$ cat config.mk
export PLATFORM = sky130hd
export DESIGN_NAME = dpm_power_manager
export DESIGN_NICKNAME = d
export VERILOG_FILES = /design/src/dpm_skew_timer.v /design/src/dpm_power_manager.v
export VERILOG_INCLUDE_DIRS = /design/src
export SDC_FILE = /design/constraint.sdc
export NUM_CORES = 1
export LEC_CHECK = 0
export BUFFER_PORTS_ARGS = -buffer_cell sky130_fd_sc_hd__buf_2
export CAP_MARGIN = 20
export CORE_ASPECT_RATIO = 1.2
export CORE_UTILIZATION = 35
export CTS_BUF_LIST = sky130_fd_sc_hd__clkbuf_16
export DETAILED_ROUTE_END_ITERATION = 12
export MAX_ROUTING_LAYER = met4
export PLACE_DENSITY = 0.55
export SLEW_MARGIN = 20
export SYNTH_ARGS = -nofsm -noshare
export SYNTH_HDL_FRONTEND = slang
export SYNTH_HIERARCHICAL = 1
export SYNTH_SLANG_ARGS = --single-unit
$ cat constraint.sdc
create_clock -name clk_i -period 3.2 [get_ports clk_i]
set_clock_uncertainty 0.15 [all_clocks]
set_input_delay 0.64 -clock clk_i [delete_from_list [all_inputs] [get_ports clk_i]]
set_output_delay 0.64 -clock clk_i [all_outputs]
set_load 0.02 [all_outputs]
$ cat src/dpm_regs.vh
// Constants of the display power state manager: states, timings, field positions
// Assumes a 25 MHz controller clock and plain Verilog-2005 includers
`ifndef DPM_REGS_VH
`define DPM_REGS_VH
`define DPM_CLK_HZ          25000000
`define DPM_ON_SKEW_MS      64
`define DPM_OFF_SKEW_MS     16
`define DPM_ON_SKEW_CYC     ((`DPM_CLK_HZ / 1000) * `DPM_ON_SKEW_MS)
`define DPM_OFF_SKEW_CYC    ((`DPM_CLK_HZ / 1000) * `DPM_OFF_SKEW_MS)
`define DPM_IDLE_DEF_CYC    32'h0016_e360
`define DPM_ST_ACTIVE       3'h0
`define DPM_ST_STANDBY      3'h1
`define DPM_ST_SUSPEND      3'h2
`define DPM_ST_OFF          3'h3
`define DPM_ST_COVER        3'h4
`define DPM_REQ_NONE        2'h0
`define DPM_REQ_STANDBY     2'h1
`define DPM_REQ_SUSPEND     2'h2
`define DPM_REQ_OFF         2'h3
`define DPM_COVER_BIT       7
`endif

$ cat src/dpm_skew_timer.v
// Down counter that reports when a loaded skew interval has run out
// Assumes load and count share the controller clock
module dpm_skew_timer #(
  parameter WIDTH = 24
) (
  input  wire             clk_i,
  input  wire             rst_n_i,
  input  wire             load_i,
  input  wire [WIDTH-1:0] count_i,
  output reg              done_o
);
  reg [WIDTH-1:0] remain;

  always @(posedge clk_i or negedge rst_n_i) begin
    if (!rst_n_i) begin
      remain <= {WIDTH{1'b0}};
      done_o <= 1'b0;
    end else if (load_i) begin
      remain <= count_i;
      done_o <= 1'b0;
    end else if (remain != {WIDTH{1'b0}}) begin
      remain <= remain - {{(WIDTH-1){1'b0}}, 1'b1};
      done_o <= (remain == {{(WIDTH-1){1'b0}}, 1'b1});
    end else begin
      done_o <= 1'b0;
    end
  end
endmodule

$ cat src/dpm_power_manager.v
// Display power state manager: power states, sync gating and panel power sequencing
// Assumes host strobes come from logic on clk_i; keyboard and off pins are asynchronous
// Operation
// - Five power states, several triggers
// - Sync gating depends on state
// - Standby entered by time-out or host
// - Standby resumes by host or keyboard
// - Standby stops CRT and DAC, allows access
// - Suspend saves like standby, different syncs
// - Suspend resumes by host or keyboard
// - Off entered by time-out, host, pin
// - Off left only by off pin
// - Off halts cycles, clocks, DAC; slow refresh
// - Off refuses memory and register access
// - Cover bit turns pin off into cover-close
// - Cover-close kills backlight, keeps CRT
// - Three panel power enables driven
// - Power-on skew 64 ms logic then bias
// - Power-off skew 16 ms bias then logic
// - Reverse order, fixed skews
// - Idle timer and triggers detect inactivity
`include "dpm_regs.vh"
module dpm_power_manager #(
  parameter [31:0] ON_SKEW_CYC  = `DPM_ON_SKEW_CYC,
  parameter [31:0] OFF_SKEW_CYC = `DPM_OFF_SKEW_CYC,
  parameter        TW           = 24
) (
  input  wire        clk_i,
  input  wire        rst_n_i,
  input  wire        host_access_i,
  input  wire        host_req_valid_i,
  input  wire [1:0]  host_req_state_i,
  input  wire        host_resume_i,
  input  wire [7:0]  ext_seq_d2_i,
  input  wire [31:0] idle_timeout_i,
  input  wire [1:0]  idle_target_i,
  input  wire        kbd_req_i,
  input  wire        off_pin_i,
  output reg  [2:0]  power_state_o,
  output reg         hsync_en_o,
  output reg         vsync_en_o,
  output reg         crt_cycle_en_o,
  output reg         dac_en_o,
  output reg         synth_en_o,
  output reg         cpu_cycle_en_o,
  output reg         screen_buf_en_o,
  output reg         display_sig_en_o,
  output reg         host_access_allow_o,
  output reg         dram_slow_refresh_o,
  output reg         panel_partial_en_o,
  output reg         panel_logic_power_en_o,
  output reg         panel_bias_en_o,
  output reg         backlight_en_o
);
  localparam [1:0] SQ_IDLE   = 2'h0;
  localparam [1:0] SQ_UP     = 2'h1;
  localparam [1:0] SQ_DOWN   = 2'h2;

  // Two-flop synchronisers; first stage read only by the second
  reg        kbd_s1;
  reg        kbd_s2;
  reg        kbd_s3;
  reg        off_s1;
  reg        off_s2;
  reg        off_s3;
  wire       kbd_rise;
  wire       off_rise;

  reg  [2:0] state;
  reg  [2:0] next_state;
  reg [31:0] idle_cnt;
  wire       idle_expired;
  reg  [1:0] seq;
  reg        tmr_load;
  reg [TW-1:0] tmr_count;
  wire       tmr_done;
  wire       panel_on_target;

  always @(posedge clk_i or negedge rst_n_i) begin
    if (!rst_n_i) begin
      kbd_s1 <= 1'b0;
      kbd_s2 <= 1'b0;
      kbd_s3 <= 1'b0;
      off_s1 <= 1'b0;
      off_s2 <= 1'b0;
      off_s3 <= 1'b0;
    end else begin
      kbd_s1 <= kbd_req_i;
      kbd_s2 <= kbd_s1;
      kbd_s3 <= kbd_s2;
      off_s1 <= off_pin_i;
      off_s2 <= off_s1;
      off_s3 <= off_s2;
    end
  end

  assign kbd_rise = kbd_s2 & ~kbd_s3;
  assign off_rise = off_s2 & ~off_s3;

  // Idle counter only runs in active; zero time-out disables it
  always @(posedge clk_i or negedge rst_n_i) begin
    if (!rst_n_i) begin
      idle_cnt <= 32'h0000_0000;
    end else if (state != `DPM_ST_ACTIVE || host_access_i || kbd_rise) begin
      idle_cnt <= 32'h0000_0000;
    end else if (idle_timeout_i != 32'h0000_0000 && idle_cnt != idle_timeout_i) begin
      idle_cnt <= idle_cnt + 32'h0000_0001;
    end
  end

  assign idle_expired = (state == `DPM_ST_ACTIVE) && (idle_timeout_i != 32'h0000_0000) &&
                        (idle_cnt == idle_timeout_i) && !host_access_i && !kbd_rise;

  // Transitions; host requests win over a same-cycle time-out
  always @* begin
    next_state = state;
    case (state)
      `DPM_ST_ACTIVE: begin
        if (off_rise) begin
          if (ext_seq_d2_i[`DPM_COVER_BIT]) begin
            next_state = `DPM_ST_COVER;
          end else begin
            next_state = `DPM_ST_OFF;
          end
        end else if (host_req_valid_i && host_req_state_i == `DPM_REQ_STANDBY) begin
          next_state = `DPM_ST_STANDBY;
        end else if (host_req_valid_i && host_req_state_i == `DPM_REQ_SUSPEND) begin
          next_state = `DPM_ST_SUSPEND;
        end else if (host_req_valid_i && host_req_state_i == `DPM_REQ_OFF) begin
          next_state = `DPM_ST_OFF;
        end else if (idle_expired) begin
          case (idle_target_i)
            `DPM_REQ_SUSPEND: next_state = `DPM_ST_SUSPEND;
            `DPM_REQ_OFF:     next_state = `DPM_ST_OFF;
            default:          next_state = `DPM_ST_STANDBY;
          endcase
        end
      end
      `DPM_ST_STANDBY: begin
        if (host_resume_i || kbd_rise) begin
          next_state = `DPM_ST_ACTIVE;
        end else if (off_rise) begin
          next_state = ext_seq_d2_i[`DPM_COVER_BIT] ? `DPM_ST_COVER : `DPM_ST_OFF;
        end else if (host_req_valid_i && host_req_state_i == `DPM_REQ_SUSPEND) begin
          next_state = `DPM_ST_SUSPEND;
        end else if (host_req_valid_i && host_req_state_i == `DPM_REQ_OFF) begin
          next_state = `DPM_ST_OFF;
        end
      end
      `DPM_ST_SUSPEND: begin
        if (host_resume_i || kbd_rise) begin
          next_state = `DPM_ST_ACTIVE;
        end else if (off_rise) begin
          next_state = ext_seq_d2_i[`DPM_COVER_BIT] ? `DPM_ST_COVER : `DPM_ST_OFF;
        end else if (host_req_valid_i && host_req_state_i == `DPM_REQ_OFF) begin
          next_state = `DPM_ST_OFF;
        end
      end
      `DPM_ST_OFF: begin
        // Host is locked out here, so only the pin can wake the device
        if (off_rise) begin
          next_state = `DPM_ST_ACTIVE;
        end
      end
      `DPM_ST_COVER: begin
        if (off_rise) begin
          next_state = `DPM_ST_ACTIVE;
        end
      end
      default: next_state = `DPM_ST_ACTIVE;
    endcase
  end

  always @(posedge clk_i or negedge rst_n_i) begin
    if (!rst_n_i) begin
      state <= `DPM_ST_ACTIVE;
    end else begin
      state <= next_state;
    end
  end

  // Panel is powered only in active; a reversal during power-up restarts from the current enables, power-down always runs to its end
  assign panel_on_target = (next_state == `DPM_ST_ACTIVE);

  dpm_skew_timer #(
    .WIDTH (TW)
  ) u_skew (
    .clk_i   (clk_i),
    .rst_n_i (rst_n_i),
    .load_i  (tmr_load),
    .count_i (tmr_count),
    .done_o  (tmr_done)
  );

  always @(posedge clk_i or negedge rst_n_i) begin
    if (!rst_n_i) begin
      seq                    <= SQ_IDLE;
      tmr_load               <= 1'b0;
      tmr_count              <= {TW{1'b0}};
      panel_logic_power_en_o <= 1'b0;
      panel_bias_en_o        <= 1'b0;
      backlight_en_o         <= 1'b0;
    end else begin
      tmr_load <= 1'b0;
      case (seq)
        SQ_IDLE: begin
          if (panel_on_target && !panel_bias_en_o) begin
            panel_logic_power_en_o <= 1'b1;
            tmr_count              <= ON_SKEW_CYC[TW-1:0];
            tmr_load               <= 1'b1;
            seq                    <= SQ_UP;
          end else if (!panel_on_target && panel_logic_power_en_o) begin
            backlight_en_o  <= 1'b0;
            panel_bias_en_o <= 1'b0;
            tmr_count       <= OFF_SKEW_CYC[TW-1:0];
            tmr_load        <= 1'b1;
            seq             <= SQ_DOWN;
          end
        end
        SQ_UP: begin
          if (!panel_on_target) begin
            seq <= SQ_IDLE;
          end else if (tmr_done) begin
            panel_bias_en_o <= 1'b1;
            backlight_en_o  <= 1'b1;
            seq             <= SQ_IDLE;
          end
        end
        SQ_DOWN: begin
          if (tmr_done) begin
            panel_logic_power_en_o <= 1'b0;
            seq                    <= SQ_IDLE;
          end
        end
        default: seq <= SQ_IDLE;
      endcase
    end
  end

  // Per-state gating registered from the state itself
  always @(posedge clk_i or negedge rst_n_i) begin
    if (!rst_n_i) begin
      power_state_o       <= `DPM_ST_ACTIVE;
      hsync_en_o          <= 1'b1;
      vsync_en_o          <= 1'b1;
      crt_cycle_en_o      <= 1'b1;
      dac_en_o            <= 1'b1;
      synth_en_o          <= 1'b1;
      cpu_cycle_en_o      <= 1'b1;
      screen_buf_en_o     <= 1'b1;
      display_sig_en_o    <= 1'b1;
      host_access_allow_o <= 1'b1;
      dram_slow_refresh_o <= 1'b0;
      panel_partial_en_o  <= 1'b1;
    end else begin
      power_state_o       <= state;
      hsync_en_o          <= (state == `DPM_ST_ACTIVE) || (state == `DPM_ST_SUSPEND) ||
                             (state == `DPM_ST_COVER);
      vsync_en_o          <= (state == `DPM_ST_ACTIVE) || (state == `DPM_ST_STANDBY) ||
                             (state == `DPM_ST_COVER);
      crt_cycle_en_o      <= (state == `DPM_ST_ACTIVE) || (state == `DPM_ST_COVER);
      dac_en_o            <= (state == `DPM_ST_ACTIVE) || (state == `DPM_ST_COVER);
      synth_en_o          <= (state != `DPM_ST_OFF);
      cpu_cycle_en_o      <= (state != `DPM_ST_OFF);
      screen_buf_en_o     <= (state != `DPM_ST_OFF);
      display_sig_en_o    <= (state != `DPM_ST_OFF);
      host_access_allow_o <= (state != `DPM_ST_OFF);
      dram_slow_refresh_o <= (state == `DPM_ST_OFF);
      panel_partial_en_o  <= (state == `DPM_ST_ACTIVE);
    end
  end
endmodule

### Word-level counts from Yosys, hierarchy flattened

Index checks and enable logic that the tools add are counted.

* $add $sub $neg: 2
* equal/unequal tests: 22
* muxes and demuxes: 39
* bitwise logic cells: 4
* reductions and logical operators: 37

Operator list (count)
* 24-bit two-way mux: 4
* 32-bit two-way mux: 2
* 3-bit two-way mux: 13
* 32-bit by 1-bit adder with 32-bit output, second input constant: 1
* 32-bit == test: 1
* 32-bit != test: 1
* 32-bit nonzero test: 1
* 24-bit by 1-bit == test with 1-bit output, second input constant: 1
* 24-bit nonzero test: 1
* 24-bit by 1-bit subtractor with 24-bit output, second input constant: 1
* 3-bit one-hot mux with 4 select lines: 1
* 1-bit two-way mux: 11
* 2-bit == test, second input constant: 5
* 1-bit logical AND: 10
* 2-bit nonzero test: 5
* 1-bit logical OR: 8
* 2-bit two-way mux: 4
* 2-bit != test, second input constant: 4
* 3-bit by 2-bit == test with 1-bit output, second input constant: 2
* 3-bit zero test: 2
* 2-bit one-hot mux with 3 select lines: 1
* 5-bit AND reduction: 1
* 2-bit by 1-bit == test with 1-bit output, second input constant: 2
* 1-bit zero test: 4
* other kinds (14): 18

* flip-flop bits (word level): 104
* input port bits: 51
* word-level logic and storage cells: 126

### Logic depth before layout (Yosys ltp)

* depth in word-level cells: 17
* depth in mapped cells: 10

### By module

Netlist, hierarchy kept.

Modules (own cells, without submodules)
* dpm_power_manager: times used 1, cells an instance 342, area each 3218.1 µm², seq. area each 1457.6 µm²
* dpm_skew_timer: times used 1, cells an instance 151, area each 1402.6 µm², seq. area each 625.6 µm²

### Worst setup path after synthesis

OpenSTA, ideal clock, no wires.

* kind: input-to-reg
* start: input idle_timeout_i[25]
* end: register tmr_count[11]
* arrival: 2222 ps
* required time: 2924 ps
* slack: 701 ps
* stages: 7
* buffers on the path: 0
* cell sequence: nor4_1 > nand4_1 > or2_2 > o2111a_1 > a21oi_2 > nand3_1 > a311o_1

* word-level cells in the longest chain between the ends: 16
* elaborated cells between the ends (all ways): 19
* those cells by class: eq/ne: 1; mux: 7; reduce/logical: 11

RTL lines
* from (decl): line dpm_power_manager.v:35 `input wire [31:0] idle_timeout_i,`
* 32-bit nonzero test: line dpm_power_manager.v:111 `` assign idle_expired = (state == `DPM_ST_ACTIVE) && (idle_timeout_i != 32'h0000_0000) && ``
* 1-bit logical AND: line dpm_power_manager.v:111
* 1-bit logical AND * (3 in a row): line dpm_power_manager.v:111
* 3-bit two-way mux *: line dpm_power_manager.v:131 `end else if (idle_expired) begin`
* 3-bit two-way mux *: line dpm_power_manager.v:129 `` end else if (host_req_valid_i && host_req_state_i == `DPM_REQ_OFF) begin ``
* 3-bit two-way mux *: line dpm_power_manager.v:127 `` end else if (host_req_valid_i && host_req_state_i == `DPM_REQ_SUSPEND) begin ``
* 3-bit two-way mux *: line dpm_power_manager.v:125 `` end else if (host_req_valid_i && host_req_state_i == `DPM_REQ_STANDBY) begin ``
* 3-bit two-way mux *: line dpm_power_manager.v:119 `if (off_rise) begin`
* 3-bit one-hot mux with 4 select lines *: line dpm_power_manager.v:117 `case (state)`
* 3-bit zero test (no line) *
* 1-bit zero test
* 1-bit logical AND: line dpm_power_manager.v:212 `end else if (!panel_on_target && panel_logic_power_en_o) begin`
* 2-bit nonzero test (no line)
* 2-bit AND reduction (no line)
* to (signal assigned): line dpm_power_manager.v:199 `tmr_count <= {TW{1'b0}};`
* to (signal assigned): line dpm_power_manager.v:209 `tmr_count <= ON_SKEW_CYC[TW-1:0];`
* to (signal assigned): line dpm_power_manager.v:215 `tmr_count <= OFF_SKEW_CYC[TW-1:0];`
* to (decl): line dpm_power_manager.v:75 `reg [TW-1:0] tmr_count;`

Every way passes the cells marked *; elsewhere a longest branch is shown, timed or not.
A chain may end at the register's enable or synchronous reset.

### Worst setup path after layout

* start: input idle_timeout_i[17]
* end: register tmr_count[11]

* word-level cells in the longest chain between the ends: 16
* elaborated cells between the ends (all ways): 19
* those cells by class: eq/ne: 1; mux: 7; reduce/logical: 11

RTL lines
* 32-bit nonzero test: line dpm_power_manager.v:111
* 1-bit logical AND: line dpm_power_manager.v:111
* 1-bit logical AND * (3 in a row): line dpm_power_manager.v:111
* 3-bit two-way mux *: line dpm_power_manager.v:131
* 3-bit two-way mux *: line dpm_power_manager.v:129
* 3-bit two-way mux *: line dpm_power_manager.v:127
* 3-bit two-way mux *: line dpm_power_manager.v:125
* 3-bit two-way mux *: line dpm_power_manager.v:119
* 3-bit one-hot mux with 4 select lines *: line dpm_power_manager.v:117
* named net next_state[1]: line dpm_power_manager.v:70 `reg [2:0] next_state;`
* 3-bit zero test (no line) *
* 1-bit zero test
* 1-bit logical AND: line dpm_power_manager.v:212
* 2-bit nonzero test (no line)
* 2-bit AND reduction (no line)

Mark *: on every way through the listed nets, which the timed path passes. The rest lies on a longest branch.

==> results.yml <==
global_route:
  track_usage_pct: 18.0
  grt_antenna_before_repair: 0
  grt_max_degree: 54
  grt_pass1_wl_um: 18800
  grt_pass1_vias: 3940
  grt_overflow: 0
clock_network:
  clkLatencyLatePin_ns: 0.34
  htree_levels: 3
  cts_tree: "yes"
  cts_inserted_buffers: 9
  ctsHoldBuffers: 0
  clk_pin_slew_worst_paths_ns: 0.07
  cts_root_buffer: "clkbuf_16"
  cts_resized: 0
  post_cts.repair.setup_buffers: 0
  clock-sinks: 83
  cts.path.max_buffers: 2
critical_path:
  crit_path_end_kind: "flop"
  crit_type: "input pin to flop"
  cp_max_fo: 5
  r2r-end: "u_skew/done_o"
  arrival_ns: 2.74
  regToRegSetupSlack_ns: 0.60
  crit_required_ns: 3.33
  r2r_start: "u_skew/remain[17]"
  worstSetupStartpoint: "idle_timeout_i[17]"
  r2r_cells: 4
  start_kind: "input pin"
yosys:
  yosysUniqueCellTypes: 58
  syn_inst: 493
  yosys_most_used_dff: "dfrtp_1"
  ys_ff_latch: 83
  synth_edf_count: 0
  synth.avg_cell_area_sq_um: 9.37
  syn-cell-area_sq_um: 4620
  synth-async-reset-ratio_pct: 100
  seq_area_frac_synth_pct: 45.1
  ys_warn_count: 6
sta:
  report.final.slew_viol_count: 0
  period_needed_ns: 2.60
  setup_viol: 0
  tightestPinTransition_ns: 0.720
  setup_tns_ns: 0
  fin_crit_sh_pct: 81.3
  hold_viol: 0
  rsz0062_at_grt: "false"
  max-slew-margin-rel_pct: 52.0
  max_freq_mhz: 384
route:
  drt.antenna.violating_nets: 0
  drc: 0
  wire_per_inst_um: 15.0
  via_per_inst: 5.30
  dr.first_iter.drc_count: 221
  vias: 3882
  dr.pass1.iters: 4
  routed_wl_um: 11000
die:
  io_pins: 68
  start_util_pct: 36.2
  fp.dieH_um: 128
  die_width_um: 107
  rows: 45
  core_sq_um: 12800
  dieArea_sq_um: 13700
layout:
  final_layout_size_suffix_gt1_share_pct: 18.6
  n_antenna_cell: 0
  fin_nets: 619
  layout_common_cells: "78 x dfrtp_1, 59 x buf_2, 52 x nand2_1"
  final_common_cell: "dfrtp_1"
  postLayoutCellArea_sq_um: 5470
  areaGrowthSynthToFinish_pct: 18.3
  fill_cells: 1262
placed_design:
  place_area_sq_um: 5140
  gp_congestion: 0.900
  portBuffers: 60
  dp.final_hpwl_um: 8040
flow_run:
  drv_cap: 0
power_and_ir_drop:
  powerDensity_nw_per_um2: 520
  ir_drop_uv: 317
  leakage_nw: 2.32
  power_mw: 2.84
outcome:
  status: "finished clean"
worst_hold_path:
  hold_path_class: "input pin to async pin"
==> synth_stat cells, types with 12 or more instances <==
| library cell | n | area (sq um) |
|---|---|---|
| nand2_1 | 52 | 195 |
| dfrtp_1 | 78 | 1950 |
| and3_1 | 12 | 75.1 |
| xnor2_1 | 21 | 184 |
| inv_1 | 13 | 48.8 |
| o21ai_0 | 27 | 135 |
| nor2_1 | 34 | 128 |
| xor2_1 | 45 | 394 |
| o31ai_1 | 12 | 90.1 |
| a21oi_1 | 21 | 105 |
| nand3_1 | 15 | 75.1 |
| nand4_1 | 12 | 75.1 |
| nor4_1 | 25 | 156 |
| or3_1 | 16 | 100 |
==> sequential cells by signal, summed over array words and instances, names as in the netlist, 2 cells and up <==
name,flops
idle_cnt,32
u_skew/remain,24
power_state_o,3
state,3
tmr_count,3
seq,2
==> per-layer routing <==
layer  part of all wire (%)  global-route usage, %  vias to the layer above
met2                     52                   31.2                       71
met5                      0                      -                        -
met4                    2.4                   7.25                        0
met3                    3.4                   3.36                       17
li1                       -                      -                     1889
met1                     43                   20.3                     1905
==> where the power goes <==
part	switching (mW)	leakage, nW	internal (mW)	total [mW]
clock network	0.460	0.162	0.698	1.16
registers	0.0623	1.06	1.13	1.20
logic	0.322	1.10	0.164	0.486
total	0.844	2.32	2.00	2.84
==> critical path: stages <==
cell	delay (ns)
buf_2	0.12
nor4_1	0.29
nand4_1	0.18
or2_2	0.39
o2111a_1	0.17
a21oi_2	0.25
clkinv_1	0.13
nor4_1	0.39
a311o_1	0.18
==> through the flow <==
stage	std cells	hold WS [ns]	util, %	setup WS (ns)
5_1_grt	733	0.207	42.8	0.456
3_3_place_gp	717	0.184	40.2	0.231
4_1_cts	733	0.202	42.8	0.607
3_5_place_dp	717	0.187	40.2	0.257
2_1_floorplan	506	0.181	-	0.701
6_report	733	0.165	42.8	0.597
==> cells by family (layout without fill, tap and decap cells) <==
family / count (synthesis) / in the layout / synth area share [%]
AND/OR/NAND/NOR: 205 / 205 / 23.4
AO/OA/AOI/OAI: 92 / 92 / 13.0
flip-flops: 83 / 83 / 45.1
XOR/XNOR: 66 / 66 / 12.5
buffers and inverters: 38 / 101 / 3.95
adder cells (fa/ha/maj): 4 / 4 / 1.08
multiplexers: 4 / 4 / 0.921
other: 1 / 14 / 0.0812
==> layout make-up <==
| class | instances | area, sq um | area share, % |
|---|---|---|---|
| Inverter | 15 | 56.3 | 1.03 |
| Clock buffer | 9 | 225 | 4.12 |
| Multi-Input combinational cell | 385 | 2400 | 44.0 |
| Timing Repair Buffer | 70 | 390 | 7.14 |
| Tap cell | 164 | 205 | 3.75 |
| Sequential cell | 83 | 2080 | 38.1 |
| Clock inverter | 7 | 104 | 1.90 |
==> how the worst max path moves through the flow <==
stage | endpoint | slack [ns] | depth (start not counted)
3_5_place_dp | tmr_count[11] | 0.26 | 9
6_report | tmr_count[11] | 0.60 | 9
4_1_cts | u_skew/remain[19] | 0.61 | 5
5_1_grt | tmr_count[11] | 0.46 | 9
2_1_floorplan | tmr_count[11] | 0.70 | 7
3_3_place_gp | tmr_count[11] | 0.23 | 8
(Power assumes the default switching activity.)
